[src/pkg/i2cm_pkg.sv]
// constants, types and register map of the two-wire master sequencer
`default_nettype none
package i2cm_pkg;
   localparam logic [7:0] ADDR_BUF = 8'h00;
   localparam logic [7:0] ADDR_DIV = 8'h04;
   localparam logic [7:0] ADDR_CTL = 8'h08;
   localparam logic [7:0] ADDR_STS = 8'h0C;
   localparam int CTL_START = 0;
   localparam int CTL_RESTART = 1;
   localparam int CTL_STOP = 2;
   localparam int CTL_W = 5;
   localparam int STS_BF = 0;
   localparam int STS_WRITE_COLLISION_FLAG = 1;
   localparam int STS_ACK = 2;
   localparam int STS_IRQ = 3;
   localparam int STS_BCL = 4;
   localparam int STS_SDET = 5;
   localparam int STS_PDET = 6;
   localparam logic [7:0] DIV_RST = 8'h04;
   localparam logic [7:0] BUF_RST = 8'h00;
   localparam logic [3:0] BIT_LAST_DATA = 4'h7;
   localparam logic [3:0] BIT_ACK = 4'h8;
   typedef struct packed {
      logic scl;
      logic sda;
   } i2cm_line_s;
   localparam i2cm_line_s LINE_RST = '{scl: 1'b1, sda: 1'b1};
   typedef enum logic [15:0] {
      S_IDLE = 16'h0001,
      S_ST_W = 16'h0002,
      S_ST_H = 16'h0004,
      S_RS_A = 16'h0008,
      S_RS_B = 16'h0010,
      S_RS_C = 16'h0020,
      S_RS_D = 16'h0040,
      S_RS_E = 16'h0080,
      S_TX_L = 16'h0100,
      S_TX_R = 16'h0200,
      S_TX_H = 16'h0400,
      S_SP_A = 16'h0800,
      S_SP_B = 16'h1000,
      S_SP_C = 16'h2000,
      S_SP_D = 16'h4000,
      S_SP_E = 16'h8000
   } i2cm_state_e;
endpackage : i2cm_pkg
`default_nettype wire

[src/logic/i2cm_seq.sv]
// two-wire master sequencer: start, restart, stop, byte transmit, ahb-lite registers
//
// Contract
// - released scl pauses baud counter until high
// - scl sampled high reloads counter from divisor
// - buffer write while busy discarded, collision flag
// - control low bits ignored during start
// - start: lines high, count, then sda low
// - second start period, clear request, hold sda
// - start collision when lines low, abort
// - restart accepted only while sequencer idle
// - restart: scl low, release sda, release scl
// - restart: both high period, sda low period
// - restart end clears request, keeps sda low
// - restart irq only after counter timeout
// - restart collision on sda low or scl fall
// - idle buffer write sets full, starts transmit
// - bit after scl fall, low then high period
// - eight bits sent msb first from buffer
// - eighth fall clears full, releases sda
// - ack captured on ninth clock rising edge
// - ack status zero on ack, one on nack
// - after ninth clock irq, halt, scl low
// - stop or restart irq when fully generated
// - request bit self-clears with completion irq
//
// The implementer's own choices: the placing of the registers and register access over AHB-Lite.
`default_nettype none
module i2cm_seq
   import i2cm_pkg::*;
(
   input wire logic clk_sys,
   input wire logic rst,
   input wire logic hsel,
   input wire logic [31:0] haddr,
   input wire logic [1:0] htrans,
   input wire logic hwrite,
   input wire logic [2:0] hsize,
   input wire logic [31:0] hwdata,
   input wire logic hready,
   output logic hreadyout,
   output logic hresp,
   output logic [31:0] hrdata,
   input wire logic scl_in,
   output logic scl_out,
   output logic scl_oe,
   input wire logic sda_in,
   output logic sda_out,
   output logic sda_oe
);
   i2cm_state_e state;
   i2cm_line_s s1, s2, s3, lf, lp;
   logic [7:0] cnt, divisor, tbuf, shreg;
   logic [3:0] bitn;
   logic [CTL_W-1:0] ctl;
   logic scl_low, sda_low, bf, ack, write_collision_flag, irq, bcl, sdet, pdet;
   logic dp_wr;
   logic [7:0] dp_addr;
   logic tmo, counting, idle_q, ev_bcl, ev_irq;
   logic buf_wr, ctl_wr, sts_wr, div_wr;
   logic [31:0] next_rdata;

   assign hreadyout = 1'b1;
   assign hresp = 1'b0;
   assign scl_out = 1'b0;
   assign sda_out = 1'b0;
   assign scl_oe = scl_low;
   assign sda_oe = sda_low;

   // bus address phase captured for the following data phase
   always_ff @(posedge clk_sys)
   begin
      if (rst)
      begin
         dp_wr <= 1'b0;
         dp_addr <= 8'h00;
         hrdata <= 32'h0000_0000;
      end
      else if (hready)
      begin
         dp_wr <= hsel && htrans[1] && hwrite;
         dp_addr <= haddr[7:0];
         hrdata <= (hsel && htrans[1] && !hwrite) ? next_rdata : 32'h0000_0000;
      end
   end

   always_comb
   begin
      next_rdata = 32'h0000_0000;
      unique case (haddr[7:0])
         ADDR_BUF: next_rdata[7:0] = tbuf;
         ADDR_DIV: next_rdata[7:0] = divisor;
         ADDR_CTL: next_rdata[CTL_W-1:0] = ctl;
         ADDR_STS:
         begin
            next_rdata[STS_BF] = bf;
            next_rdata[STS_WRITE_COLLISION_FLAG] = write_collision_flag;
            next_rdata[STS_ACK] = ack;
            next_rdata[STS_IRQ] = irq;
            next_rdata[STS_BCL] = bcl;
            next_rdata[STS_SDET] = sdet;
            next_rdata[STS_PDET] = pdet;
         end
         default: next_rdata = 32'h0000_0000;
      endcase
   end

   assign buf_wr = dp_wr && (dp_addr == ADDR_BUF);
   assign div_wr = dp_wr && (dp_addr == ADDR_DIV);
   assign ctl_wr = dp_wr && (dp_addr == ADDR_CTL);
   assign sts_wr = dp_wr && (dp_addr == ADDR_STS);

   always_ff @(posedge clk_sys)
   begin
      if (rst)
         divisor <= DIV_RST;
      else if (div_wr)
         divisor <= hwdata[7:0];
   end

   // pin synchronisers; a level counts once stages two and three agree
   always_ff @(posedge clk_sys)
   begin
      if (rst)
      begin
         s1 <= LINE_RST;
         s2 <= LINE_RST;
         s3 <= LINE_RST;
         lf <= LINE_RST;
         lp <= LINE_RST;
      end
      else
      begin
         s1 <= '{scl: scl_in, sda: sda_in};
         s2 <= s1;
         s3 <= s2;
         if (s2.scl == s3.scl)
            lf.scl <= s3.scl;
         if (s2.sda == s3.sda)
            lf.sda <= s3.sda;
         lp <= lf;
      end
   end

   // period ends when the countdown reaches zero
   assign tmo = (cnt == 8'h00);
   assign counting = (state == S_ST_W) || (state == S_ST_H) || (state == S_RS_B)
      || (state == S_RS_D) || (state == S_RS_E) || (state == S_TX_L)
      || (state == S_TX_H) || (state == S_SP_B) || (state == S_SP_D)
      || (state == S_SP_E);
   assign idle_q = (state == S_IDLE) && (ctl == '0);

   // collision and completion events
   always_comb
   begin
      ev_bcl = 1'b0;
      ev_irq = 1'b0;
      if ((state == S_IDLE) && ctl[CTL_START] && !lf.scl && !lf.sda)
         ev_bcl = 1'b1;
      if ((state == S_ST_W) && (!lf.scl || (tmo && !lf.sda)))
         ev_bcl = 1'b1;
      if ((state == S_RS_B) && tmo && !lf.sda)
         ev_bcl = 1'b1;
      if ((state == S_RS_C) && lf.scl && !lf.sda)
         ev_bcl = 1'b1;
      if ((state == S_RS_D) && (!lf.scl || !lf.sda))
         ev_bcl = 1'b1;
      // released data bit read low while clock high
      if ((state == S_TX_H) && !sda_low && (bitn != BIT_ACK) && !lf.sda)
         ev_bcl = 1'b1;
      if (tmo && ((state == S_ST_H) || (state == S_RS_E) || (state == S_SP_E)))
         ev_irq = 1'b1;
      if ((state == S_TX_H) && tmo && (bitn == BIT_ACK))
         ev_irq = 1'b1;
   end

   // sticky flags; a set in the clearing cycle wins
   always_ff @(posedge clk_sys)
   begin
      if (rst)
      begin
         write_collision_flag <= 1'b0;
         irq <= 1'b0;
         bcl <= 1'b0;
         sdet <= 1'b0;
         pdet <= 1'b0;
      end
      else
      begin
         write_collision_flag <= (buf_wr && !idle_q) || (write_collision_flag && !(sts_wr && hwdata[STS_WRITE_COLLISION_FLAG]));
         irq <= ev_irq || (irq && !(sts_wr && hwdata[STS_IRQ]));
         bcl <= ev_bcl || (bcl && !(sts_wr && hwdata[STS_BCL]));
         sdet <= (lp.sda && !lf.sda && lf.scl && lp.scl)
            || (sdet && !(sts_wr && hwdata[STS_SDET]));
         pdet <= (!lp.sda && lf.sda && lf.scl && lp.scl)
            || (pdet && !(sts_wr && hwdata[STS_PDET]));
      end
   end

   // sequencer, baud counter and line drive
   always_ff @(posedge clk_sys)
   begin
      if (rst)
      begin
         state <= S_IDLE;
         cnt <= 8'h00;
         scl_low <= 1'b0;
         sda_low <= 1'b0;
         ctl <= '0;
         bf <= 1'b0;
         ack <= 1'b0;
         tbuf <= BUF_RST;
         shreg <= BUF_RST;
         bitn <= 4'h0;
      end
      else if (ev_bcl)
      begin
         // abort: release both lines, drop requests
         state <= S_IDLE;
         scl_low <= 1'b0;
         sda_low <= 1'b0;
         ctl <= '0;
         bf <= 1'b0;
      end
      else
      begin
         if (counting && !tmo)
            cnt <= cnt - 8'h01;
         unique case (state)
            S_IDLE:
            begin
               if (ctl_wr && idle_q)
                  ctl <= hwdata[CTL_W-1:0];
               // idle buffer write launches the byte
               if (buf_wr && idle_q)
               begin
                  tbuf <= hwdata[7:0];
                  shreg <= hwdata[7:0];
                  bf <= 1'b1;
                  scl_low <= 1'b1;
                  cnt <= divisor;
                  bitn <= 4'h0;
                  state <= S_TX_L;
               end
               else if (ctl[CTL_START])
               begin
                  // both lines high: load and count
                  if (lf.scl && lf.sda)
                  begin
                     cnt <= divisor;
                     state <= S_ST_W;
                  end
               end
               else if (ctl[CTL_RESTART])
               begin
                  scl_low <= 1'b1;
                  state <= S_RS_A;
               end
               else if (ctl[CTL_STOP])
               begin
                  scl_low <= 1'b1;
                  sda_low <= 1'b1;
                  state <= S_SP_A;
               end
            end
            S_ST_W:
               if (tmo)
               begin
                  sda_low <= 1'b1;
                  cnt <= divisor;
                  state <= S_ST_H;
               end
            S_ST_H:
               if (tmo)
               begin
                  ctl[CTL_START] <= 1'b0;
                  state <= S_IDLE;
               end
            S_RS_A:
               // clock seen low: release data and count
               if (!lf.scl)
               begin
                  sda_low <= 1'b0;
                  cnt <= divisor;
                  state <= S_RS_B;
               end
            S_RS_B:
               if (tmo)
               begin
                  scl_low <= 1'b0;
                  state <= S_RS_C;
               end
            S_RS_C:
               if (lf.scl)
               begin
                  cnt <= divisor;
                  state <= S_RS_D;
               end
            S_RS_D:
               if (tmo)
               begin
                  sda_low <= 1'b1;
                  cnt <= divisor;
                  state <= S_RS_E;
               end
            S_RS_E:
               // end without reload, data held low
               if (tmo)
               begin
                  scl_low <= 1'b1;
                  ctl[CTL_RESTART] <= 1'b0;
                  state <= S_IDLE;
               end
            S_TX_L:
            begin
               // bit or release one cycle after the fall
               sda_low <= (bitn != BIT_ACK) && !shreg[7];
               if (tmo)
               begin
                  scl_low <= 1'b0;
                  state <= S_TX_R;
               end
            end
            S_TX_R:
               // wait for stretched clock, then reload
               if (lf.scl)
               begin
                  cnt <= divisor;
                  state <= S_TX_H;
                  if (bitn == BIT_ACK)
                     ack <= lf.sda;
               end
            S_TX_H:
               if (tmo)
               begin
                  scl_low <= 1'b1;
                  if (bitn == BIT_ACK)
                     // halt with clock low, data released
                     state <= S_IDLE;
                  else
                  begin
                     bitn <= bitn + 4'h1;
                     cnt <= divisor;
                     shreg <= {shreg[6:0], 1'b0};
                     state <= S_TX_L;
                     // eighth fall clears full; data released in the low phase
                     if (bitn == BIT_LAST_DATA)
                        bf <= 1'b0;
                  end
               end
            S_SP_A:
               if (!lf.sda)
               begin
                  cnt <= divisor;
                  state <= S_SP_B;
               end
            S_SP_B:
               if (tmo)
               begin
                  scl_low <= 1'b0;
                  state <= S_SP_C;
               end
            S_SP_C:
               if (lf.scl)
               begin
                  cnt <= divisor;
                  state <= S_SP_D;
               end
            S_SP_D:
               if (tmo)
               begin
                  sda_low <= 1'b0;
                  cnt <= divisor;
                  state <= S_SP_E;
               end
            S_SP_E:
               if (tmo)
               begin
                  ctl[CTL_STOP] <= 1'b0;
                  state <= S_IDLE;
               end
            default:
               state <= S_IDLE;
         endcase
      end
   end
endmodule : i2cm_seq
`default_nettype wire

[config.mk]
export PLATFORM = sky130hd
export DESIGN_NAME = i2cm_seq
export DESIGN_NICKNAME = d
export VERILOG_FILES = /design/src/pkg/i2cm_pkg.sv /design/src/logic/i2cm_seq.sv
export SDC_FILE = /design/constraint.sdc
export NUM_CORES = 1
export LEC_CHECK = 0
export CORE_ASPECT_RATIO = 0.6
export CORE_MARGIN = 2
export CORE_UTILIZATION = 30
export DETAILED_ROUTE_END_ITERATION = 12
export DONT_BUFFER_PORTS = 1
export RECOVER_POWER = 25
export SLEW_MARGIN = 20
export SYNTH_ARGS = -nofsm -noshare
export SYNTH_HDL_FRONTEND = slang
export SYNTH_SLANG_ARGS = --single-unit
[constraint.sdc]
create_clock -name clk_sys -period 3.85 [get_ports clk_sys]
set_input_delay 1.155 -clock clk_sys [delete_from_list [all_inputs] [get_ports clk_sys]]
set_output_delay 1.155 -clock clk_sys [all_outputs]
set_load 0.02 [all_outputs]
==> impl_metrics.toml, run 1 <==
[synth]
yosys.area_share.simple = 0.296
synth-compound-area-share = 0.180
synth_adder_area_share = 0.00921
synthMuxAreaShare = 0.0783
synth-async-reset-ratio = 0
synth.distinct_cells = 72
synth_edf_count = 0
synth_xor_area_frac = 0.00483
ys_seq_area_frac = 0.343
yosys_most_used_dff = "dfxtp_1"
netlist_area_mm2 = 0.00544
synth_cells = 675
synth_top_family_by_area = "simple AND/OR/NAND/NOR gates"
syn_avg_cell_area_um2 = 8.05
yosysWarnings = 0
synth-seq-cells = 93

[route]
drc = 0
antenna_left = 0
drt_wl_total_um = 16100
drtPass1Iterations = 5
routedWlPerCell_um = 17.9
vias = 4950
vias_per_cell = 5.51
drt_iter0_drc = 681

[global_route]
grt_overflow = 0
grt_max_degree = 72
grt_pass1_wl_um = 24900
grt_pass1_vias = 4268
grt_usage = 0.169
antenna_found_initial = 0

[timing]
setup_viol = 0
postLayoutSetupSlackWorst_ns = 0.292
timing.setup.tns_ns = 0
worst_pin_slew_ns = 1.04
finalMaxSlewViolations = 0
final_hold_viol_count = 0
max_freq_mhz = 281
period_share = 0.924
maxSlewHeadroom = 0.302
rsz0062_at_grt = "no"
finalCriticalPeriod_ns = 3.56
worst_clock_skew_ns = 0.0108

[min_path]
min_path_type = "reg -> reg"

[clock_tree]
cts_buffers = 9
cts-resized-gates = 0
clk_latency_ns = 0.35
cts_setup_buffers = 0
cts-root-buf = "clkbuf_16"
cts_hold_buffers = 0
cts.sinks = 93
clk_pin_slew_ns = 0.07
cts_max_path_buffers = 2
cts_htree_levels = 3
cts_tree = "built"

[layout]
fin_nets = 734
seqCellArea_mm2 = 0.00186
final_cell_mix = "dfxtp_1 (93), nor2_1 (82), a21oi_1 (61), nand2_1 (57), mux2i_1 (29)"
fillers = 1899
drive_above_1_share = 0.103
area_growth_syn_to_layout_pct = 6.93
multi_input_area_mm2 = 0.00319
antennaDiodeCount = 0
design_area_mm2 = 0.00581
layout_commonest_cell = "dfxtp_1"

[power]
p_per_area_mw_per_mm2 = 394
p_leak_nw = 2.19
ir_drop_v = 0.000216
p_total_mw = 2.29

[place]
placed_cell_area_mm2 = 0.00554
io_buffers = 0
dp_hpwl_um = 11900
routabilityCongestion = 0.962
dp_slack_ns = 0.481

[setup_path]
worstReg2RegStart = "state[4]"
path_depth = 9
ff2ff_setup_slack_ns = 0.29
reg2reg_depth = 9
r2r-end = "state[0]"
worst-setup-path-type = "reg -> reg"
crit_required_ns = 4.10
slowest_stage = "or4_1"
critPathCapture = "state[0]"
worstPathMaxFanout = 18
cp.arrival_ns = 3.81
crit_path_start = "state[4]"
crit_family = "simple AND/OR/NAND/NOR gates"
crit_path_start_kind = "register"
critPathBufInv = 1
cp_cell_sequence = "or4_1 > or3_1 > o311ai_0 > nor3_1 > a21oi_4 > a311o_1 > buf_4 > a221oi_1 > o31ai_1"
critPathCaptureType = "register"
cpPeakStageDelay_ns = 0.79

[job]
max_cap_violations = 0

[floorplan]
rows = 38
die_w_um = 178
die_area_mm2 = 0.0192
core_mm2 = 0.0179
ios = 114
start_util = 0.303
die_h_um = 108

[outcome]
status = "complete, no violations"
## metrics by stage
stage | util | hold WS, ns | instances
CTS | 0.324 | 0.408 | 899
global route | 0.324 | 0.426 | 899
finish | 0.324 | 0.407 | 899
floorplan | - | 0.389 | 701
global placement | 0.309 | 0.391 | 883
detailed placement | 0.309 | 0.393 | 883
## flip-flops by register name, indices dropped and copies added (netlist names), 4 cells and up
name and count:
divisor 8, bitn 4, cnt 8, hrdata 8
tbuf 8, ctl 5, shreg 8, dp_addr 8
state 16
## worst min path at each step
stage	cells after the start	to	startpoint
global placement	1	s2[1]	s1[1]
global route	1	s2[1]	s1[1]
floorplan	1	s2[0]	s1[0]
detailed placement	1	s2[1]	s1[1]
finish	1	s2[1]	s1[1]
CTS	1	s2[1]	s1[1]
## routing by layer
layer,part of all wire,vias up,track usage
met5,0,-,0
met4,0.0060,0,0.0275
met1,0.51,2346,0.271
met3,0.12,7,0.0696
met2,0.36,253,0.199
li1,-,2344,-
## cell usage after synthesis (10+ instances only)
library cell / n / area (um^2)
dfxtp_1: 93 / 1860
nor2_1: 82 / 308
a21oi_1: 61 / 305
nand2_1: 57 / 214
clkbuf_1: 32 / 120
buf_4: 29 / 218
mux2i_1: 29 / 290
o21ai_0: 25 / 125
nor3_1: 24 / 120
nand3_1: 15 / 75.1
nand4_1: 15 / 93.8
nor4_1: 15 / 93.8
or2_2: 15 / 93.8
inv_1: 13 / 48.8
nor2b_1: 13 / 81.3
buf_2: 10 / 50.1
## power by group
group / total, mW / switching (mW) / internal (mW) / leakage (nW)
clock: 0.855 / 0.413 / 0.442 / 0.121
combinational: 0.416 / 0.281 / 0.134 / 1.32
sequential: 1.02 / 0.0328 / 0.987 / 0.753
total: 2.29 / 0.727 / 1.56 / 2.19
## area by class of cell
cell class,count,share of cell area
well taps,240,0.0517
flip-flops and latches,93,0.320
inverters,13,0.00840
multi-input cells,521,0.549
clock inverters,6,0.00818
repair buffers,16,0.0228
clock buffers,10,0.0394
## cells by family (layout without fill, tap and decap cells)
group,Yosys count,after routing
AO/OA/AOI/OAI,150,150
XOR/XNOR,3,3
adder cells (fa/ha/maj),4,4
buffers and inverters,87,45
flip-flops,93,93
multiplexers,36,36
other,2,28
AND/OR/NAND/NOR,300,300
(Power assumes the default switching activity.)
==> run 2: changes to the inputs <==
--- a/config.mk
+++ b/config.mk
@@ -5,7 +5,6 @@
 export SDC_FILE = /design/constraint.sdc
 export NUM_CORES = 1
 export LEC_CHECK = 0
-export CORE_ASPECT_RATIO = 0.6
 export CORE_MARGIN = 2
 export CORE_UTILIZATION = 30
 export DETAILED_ROUTE_END_ITERATION = 12
==> run 2 against run 1 <==
  * Cell area barely moved
  * Critical path type unchanged
  * Routed wire length fell by 5.9%
  * Critical endpoint is now sda_oe
  * Sequential share of layout area barely moved
  * Final cell count fell by 1.2%
  * Setup slack improved by 0.26 ns
  * Highest routed layer unchanged
==> impl_metrics.toml, run 2 (synthesis gave the netlist of run 1 again) <==
[outcome]
status = "complete, no violations"

[floorplan]
die_area_mm2 = 0.0192
start_util = 0.305
die_h_um = 139
die_w_um = 139
rows = 49
ios = 114
core_mm2 = 0.0178

[route]
vias = 4894
drt_wl_total_um = 15100
routedWlPerCell_um = 17.0
vias_per_cell = 5.51
antenna_left = 0
drc = 0
drtPass1Iterations = 6
drt_iter0_drc = 557

[clock_tree]
clk_pin_slew_ns = 0.07
cts-resized-gates = 0
cts.sinks = 93
cts_max_path_buffers = 2
clk_latency_ns = 0.35
cts_htree_levels = 3
cts_buffers = 9
cts-root-buf = "clkbuf_16"
cts_tree = "built"
cts_setup_buffers = 0
cts_hold_buffers = 0

[power]
comb_power_share = 0.174
swShare = 0.294
ir_drop_v = 0.000247
power_frac_clock = 0.391
p_total_mw = 2.34
power.switching_mw = 0.688
p_int_mw = 1.65
p_leak_nw = 2.22
p_seq_frac = 0.436
p_per_area_mw_per_mm2 = 402

[global_route]
grt_pass1_wl_um = 24900
grt_overflow = 0
grt_usage = 0.159
grt_pass1_vias = 4642
grt_max_degree = 72
antenna_found_initial = 0

[job]
max_cap_violations = 0

[setup_path]
r2r-end = "sda_oe"
crit_path_start = "state[4]"
reg2reg_depth = 7
critPathCaptureType = "register"
worstPathMaxFanout = 10
crit_path_start_kind = "register"
worstReg2RegStart = "state[4]"
worst-setup-path-type = "reg -> reg"
cp.arrival_ns = 3.53
critPathCapture = "sda_oe"
ff2ff_setup_slack_ns = 0.55
crit_required_ns = 4.08

[timing]
timing.setup.tns_ns = 0
final_hold_viol_count = 0
setup_viol = 0
rsz0062_at_grt = "no"
finalCriticalPeriod_ns = 3.30
postLayoutSetupSlackWorst_ns = 0.549
worst_clock_skew_ns = 0.00675
finalMaxSlewViolations = 0
worst_pin_slew_ns = 0.969
max_freq_mhz = 303
whs_ns = 0.408
period_share = 0.857
maxSlewHeadroom = 0.349

[place]
placed_cell_area_mm2 = 0.00551
routabilityCongestion = 0.866
dp_hpwl_um = 10900
dp_slack_ns = 0.584
dp_cells = 872
io_buffers = 0

[layout]
drive_above_1_share = 0.105
final-instance-count-excl-fill = 888
fin_nets = 734
largest_reg_flops = 16
layout_commonest_cell = "dfxtp_1"
area_growth_syn_to_layout_pct = 7.00
antennaDiodeCount = 0
design_area_mm2 = 0.00582
regMostFlops = "state"
final_cell_mix = "dfxtp_1 (93), nor2_1 (82), a21oi_1 (61), nand2_1 (57), mux2i_1 (29)"
fin_util = 0.326

[min_path]
min_path_type = "reg -> reg"
run 2: changes by cell type in the layout (fill, tap and decap cells not counted), sizes merged:
cell      before  now
clkinvlp       4    0
clkinv         1    3
bufinv         0    1
clkbuf        10   11
run 2: final cells by class:
type,instances,area [um^2]
Clock buffer,11,243
Clock inverter,5,57.6
Fill cell,1852,12000
Inverter,13,48.8
Multi-Input combinational cell,521,3200
Sequential cell,93,1860
Tap cell,229,287
Timing Repair Buffer,16,120
run 2: worst min-delay path by stage:
stage                      from  endpoint  cells past startpoint
after detailed placement  s1[0]     s2[0]                      1
after floorplan           s1[0]     s2[0]                      1
after CTS                 s1[0]     s2[0]                      1
after global routing      s1[0]     s2[0]                      1
after global placement    s1[0]     s2[0]                      1
final                     s1[0]     s2[0]                      1
run 2: per-layer routing:
metal	up-vias	share of wire	global-route usage
met5	-	0	0
met4	0	0.026	0.0569
met3	39	0.083	0.0466
met2	222	0.45	0.248
met1	2282	0.44	0.211
li1	2351	-	-
run 2: power groups by stage:
| stage | Combinational, mW | Sequential, mW | Clock [mW] |
|---|---|---|---|
| final | 0.406 | 1.02 | 0.914 |
| after global routing | 0.445 | 1.02 | 0.981 |
| after CTS | 0.395 | 1.02 | 0.939 |
| after detailed placement | 0.394 | 1.04 | 0 |
| after global placement | 0.398 | 1.04 | 0 |
| after floorplan | 0.351 | 1.03 | 0 |
run 2: worst max-delay path, cell delays in order (launching register included):
cell,delay [ns]
dfxtp_1,0.40
or4_1,0.77
or3_1,0.43
nor4_2,0.56
a2111oi_0,0.17
a211oi_1,0.37
o311ai_0,0.27
o211a_1,0.21
==> run 3: changes to the inputs <==
--- a/config.mk
+++ b/config.mk
@@ -5,10 +5,13 @@
 export SDC_FILE = /design/constraint.sdc
 export NUM_CORES = 1
 export LEC_CHECK = 0
+export CELL_PAD_IN_SITES_DETAIL_PLACEMENT = 0
+export CELL_PAD_IN_SITES_GLOBAL_PLACEMENT = 1
 export CORE_MARGIN = 2
 export CORE_UTILIZATION = 30
 export DETAILED_ROUTE_END_ITERATION = 12
 export DONT_BUFFER_PORTS = 1
+export PLACE_DENSITY_LB_ADDON = 0.1
 export RECOVER_POWER = 25
 export SLEW_MARGIN = 20
 export SYNTH_ARGS = -nofsm -noshare
==> run 3 against run 2 <==
  * Fmax fell by 0.57%
  * Utilization up 0.15 points
  * First-iteration DRC count is 42% lower
  * Critical path depth rose by 2
  * Clock skew up 0.0038 ns
==> impl_metrics.toml, run 3 (synthesis gave the netlist of run 1 again) <==
[outcome]
status = "complete, no violations"

[min_path]
hold_depth = 1
min_to = "s2[0]"
min_path_type = "reg -> reg"
worstHoldStart = "s1[0]"

[job]
max_cap_violations = 0

[layout]
final_cell_mix = "dfxtp_1 (93), nor2_1 (82), a21oi_1 (61), nand2_1 (57), mux2i_1 (29)"
fillers = 1912
drive_above_1_share = 0.110
regMostFlops = "state"
antennaDiodeCount = 0
layout_commonest_cell = "dfxtp_1"
fin_nets = 738
largest_reg_flops = 16
design_area_mm2 = 0.00584
area_growth_syn_to_layout_pct = 7.48

[place]
routabilityCongestion = 0.843
io_buffers = 0
placed_cell_area_mm2 = 0.00554
dp_hpwl_um = 13100
dp_slack_ns = 0.547

[clock_tree]
cts_tree = "built"
cts-root-buf = "clkbuf_16"
cts_buffers = 9
cts_hold_buffers = 0
cts_max_path_buffers = 2
clk_latency_ns = 0.36
cts_htree_levels = 3
clk_pin_slew_ns = 0.07
cts.sinks = 93
cts-resized-gates = 0
cts_setup_buffers = 0

[setup_path]
cp.arrival_ns = 3.56
crit_required_ns = 4.09
r2r-end = "state[13]"
ff2ff_setup_slack_ns = 0.53
worst-setup-path-type = "reg -> reg"
worstReg2RegStart = "state[4]"
reg2reg_depth = 9
worstPathMaxFanout = 10
crit_path_start_kind = "register"
critPathCaptureType = "register"

[timing]
max_freq_mhz = 301
postLayoutSetupSlackWorst_ns = 0.530
worst_pin_slew_ns = 1.06
finalMaxSlewViolations = 0
final_hold_viol_count = 0
maxSlewHeadroom = 0.291
timing.setup.tns_ns = 0
rsz0062_at_grt = "no"
finalCriticalPeriod_ns = 3.32
setup_viol = 0
period_share = 0.862
worst_clock_skew_ns = 0.0105

[power]
p_per_area_mw_per_mm2 = 407
ir_drop_v = 0.000239
p_total_mw = 2.38
power.switching_mw = 0.764
p_seq_frac = 0.430
p_leak_nw = 2.23
power_frac_clock = 0.390
swShare = 0.321
p_int_mw = 1.61
comb_power_share = 0.181

[floorplan]
die_h_um = 139
ios = 114
rows = 49
start_util = 0.305
die_area_mm2 = 0.0192
die_w_um = 139
core_mm2 = 0.0178

[route]
drc = 0
vias = 4822
vias_per_cell = 5.41
drt_iter0_drc = 321
drtPass1Iterations = 4
antenna_left = 0
drt_wl_total_um = 17600
routedWlPerCell_um = 19.8

[global_route]
antenna_found_initial = 0
grt_pass1_wl_um = 28000
grt_pass1_vias = 4683
grt_max_degree = 72
grt_usage = 0.186
grt_overflow = 0
[run 3: changes by cell type in the layout (fill, tap and decap cells not counted), sizes merged]
cell | before | now
buf | 16 | 20
bufinv | 1 | 0
clkbuf | 11 | 10
clkinv | 3 | 1
clkinvlp | 0 | 1
inv | 14 | 17
[run 3: how the worst max path moves through the flow]
| stage | start | endpoint | cells after the start |
|---|---|---|---|
| 6_report | state[4] | state[13] | 9 |
| 2_1_floorplan | state[1] | state[10] | 12 |
| 3_3_place_gp | state[4] | state[9] | 9 |
| 3_5_place_dp | state[4] | state[13] | 9 |
| 5_1_grt | state[2] | cnt[7] | 9 |
| 4_1_cts | state[4] | state[10] | 9 |
[run 3: area by class of cell]
cell class | count | area (um^2) | share of cell area
Clock buffer | 10 | 239 | 0.0409
Clock inverter | 6 | 63.8 | 0.0109
Inverter | 13 | 48.8 | 0.00835
Multi-Input combinational cell | 521 | 3190 | 0.546
Sequential cell | 93 | 1860 | 0.319
Tap cell | 229 | 287 | 0.0490
Timing Repair Buffer | 20 | 150 | 0.0257
[run 3: per-stage QoR]
step                hold WS, ns  std cells  utilization
finish                    0.410        892        0.327
CTS                       0.412        892        0.327
global placement          0.391        876        0.310
detailed placement        0.394        876        0.310
global route              0.432        892        0.327
floorplan                 0.389        701            -
[run 3: power groups by stage]
stage	Sequential [mW]	Clock (mW)	Combinational, mW
after global routing	1.03	0.995	0.473
final	1.02	0.926	0.429
after CTS	1.02	0.953	0.429
after detailed placement	1.04	0	0.428
after global placement	1.04	0	0.427
after floorplan	1.03	0	0.351
[run 3: critical path, stage by stage (launching register included)]
cell	delay (ns)
dfxtp_1	0.40
or4_1	0.57
or3_1	0.36
o311ai_0	0.67
nor3_1	0.23
a21oi_4	0.28
a311o_1	0.22
buf_4	0.21
mux2i_1	0.20
nor2_1	0.05
[run 3: routing by layer]
layer	GRT usage	part of all wire	vias to the layer above
met2	0.308	0.48	97
met1	0.249	0.46	2340
met5	0	0	-
met3	0.0325	0.042	18
li1	-	-	2367
met4	0.0575	0.017	0
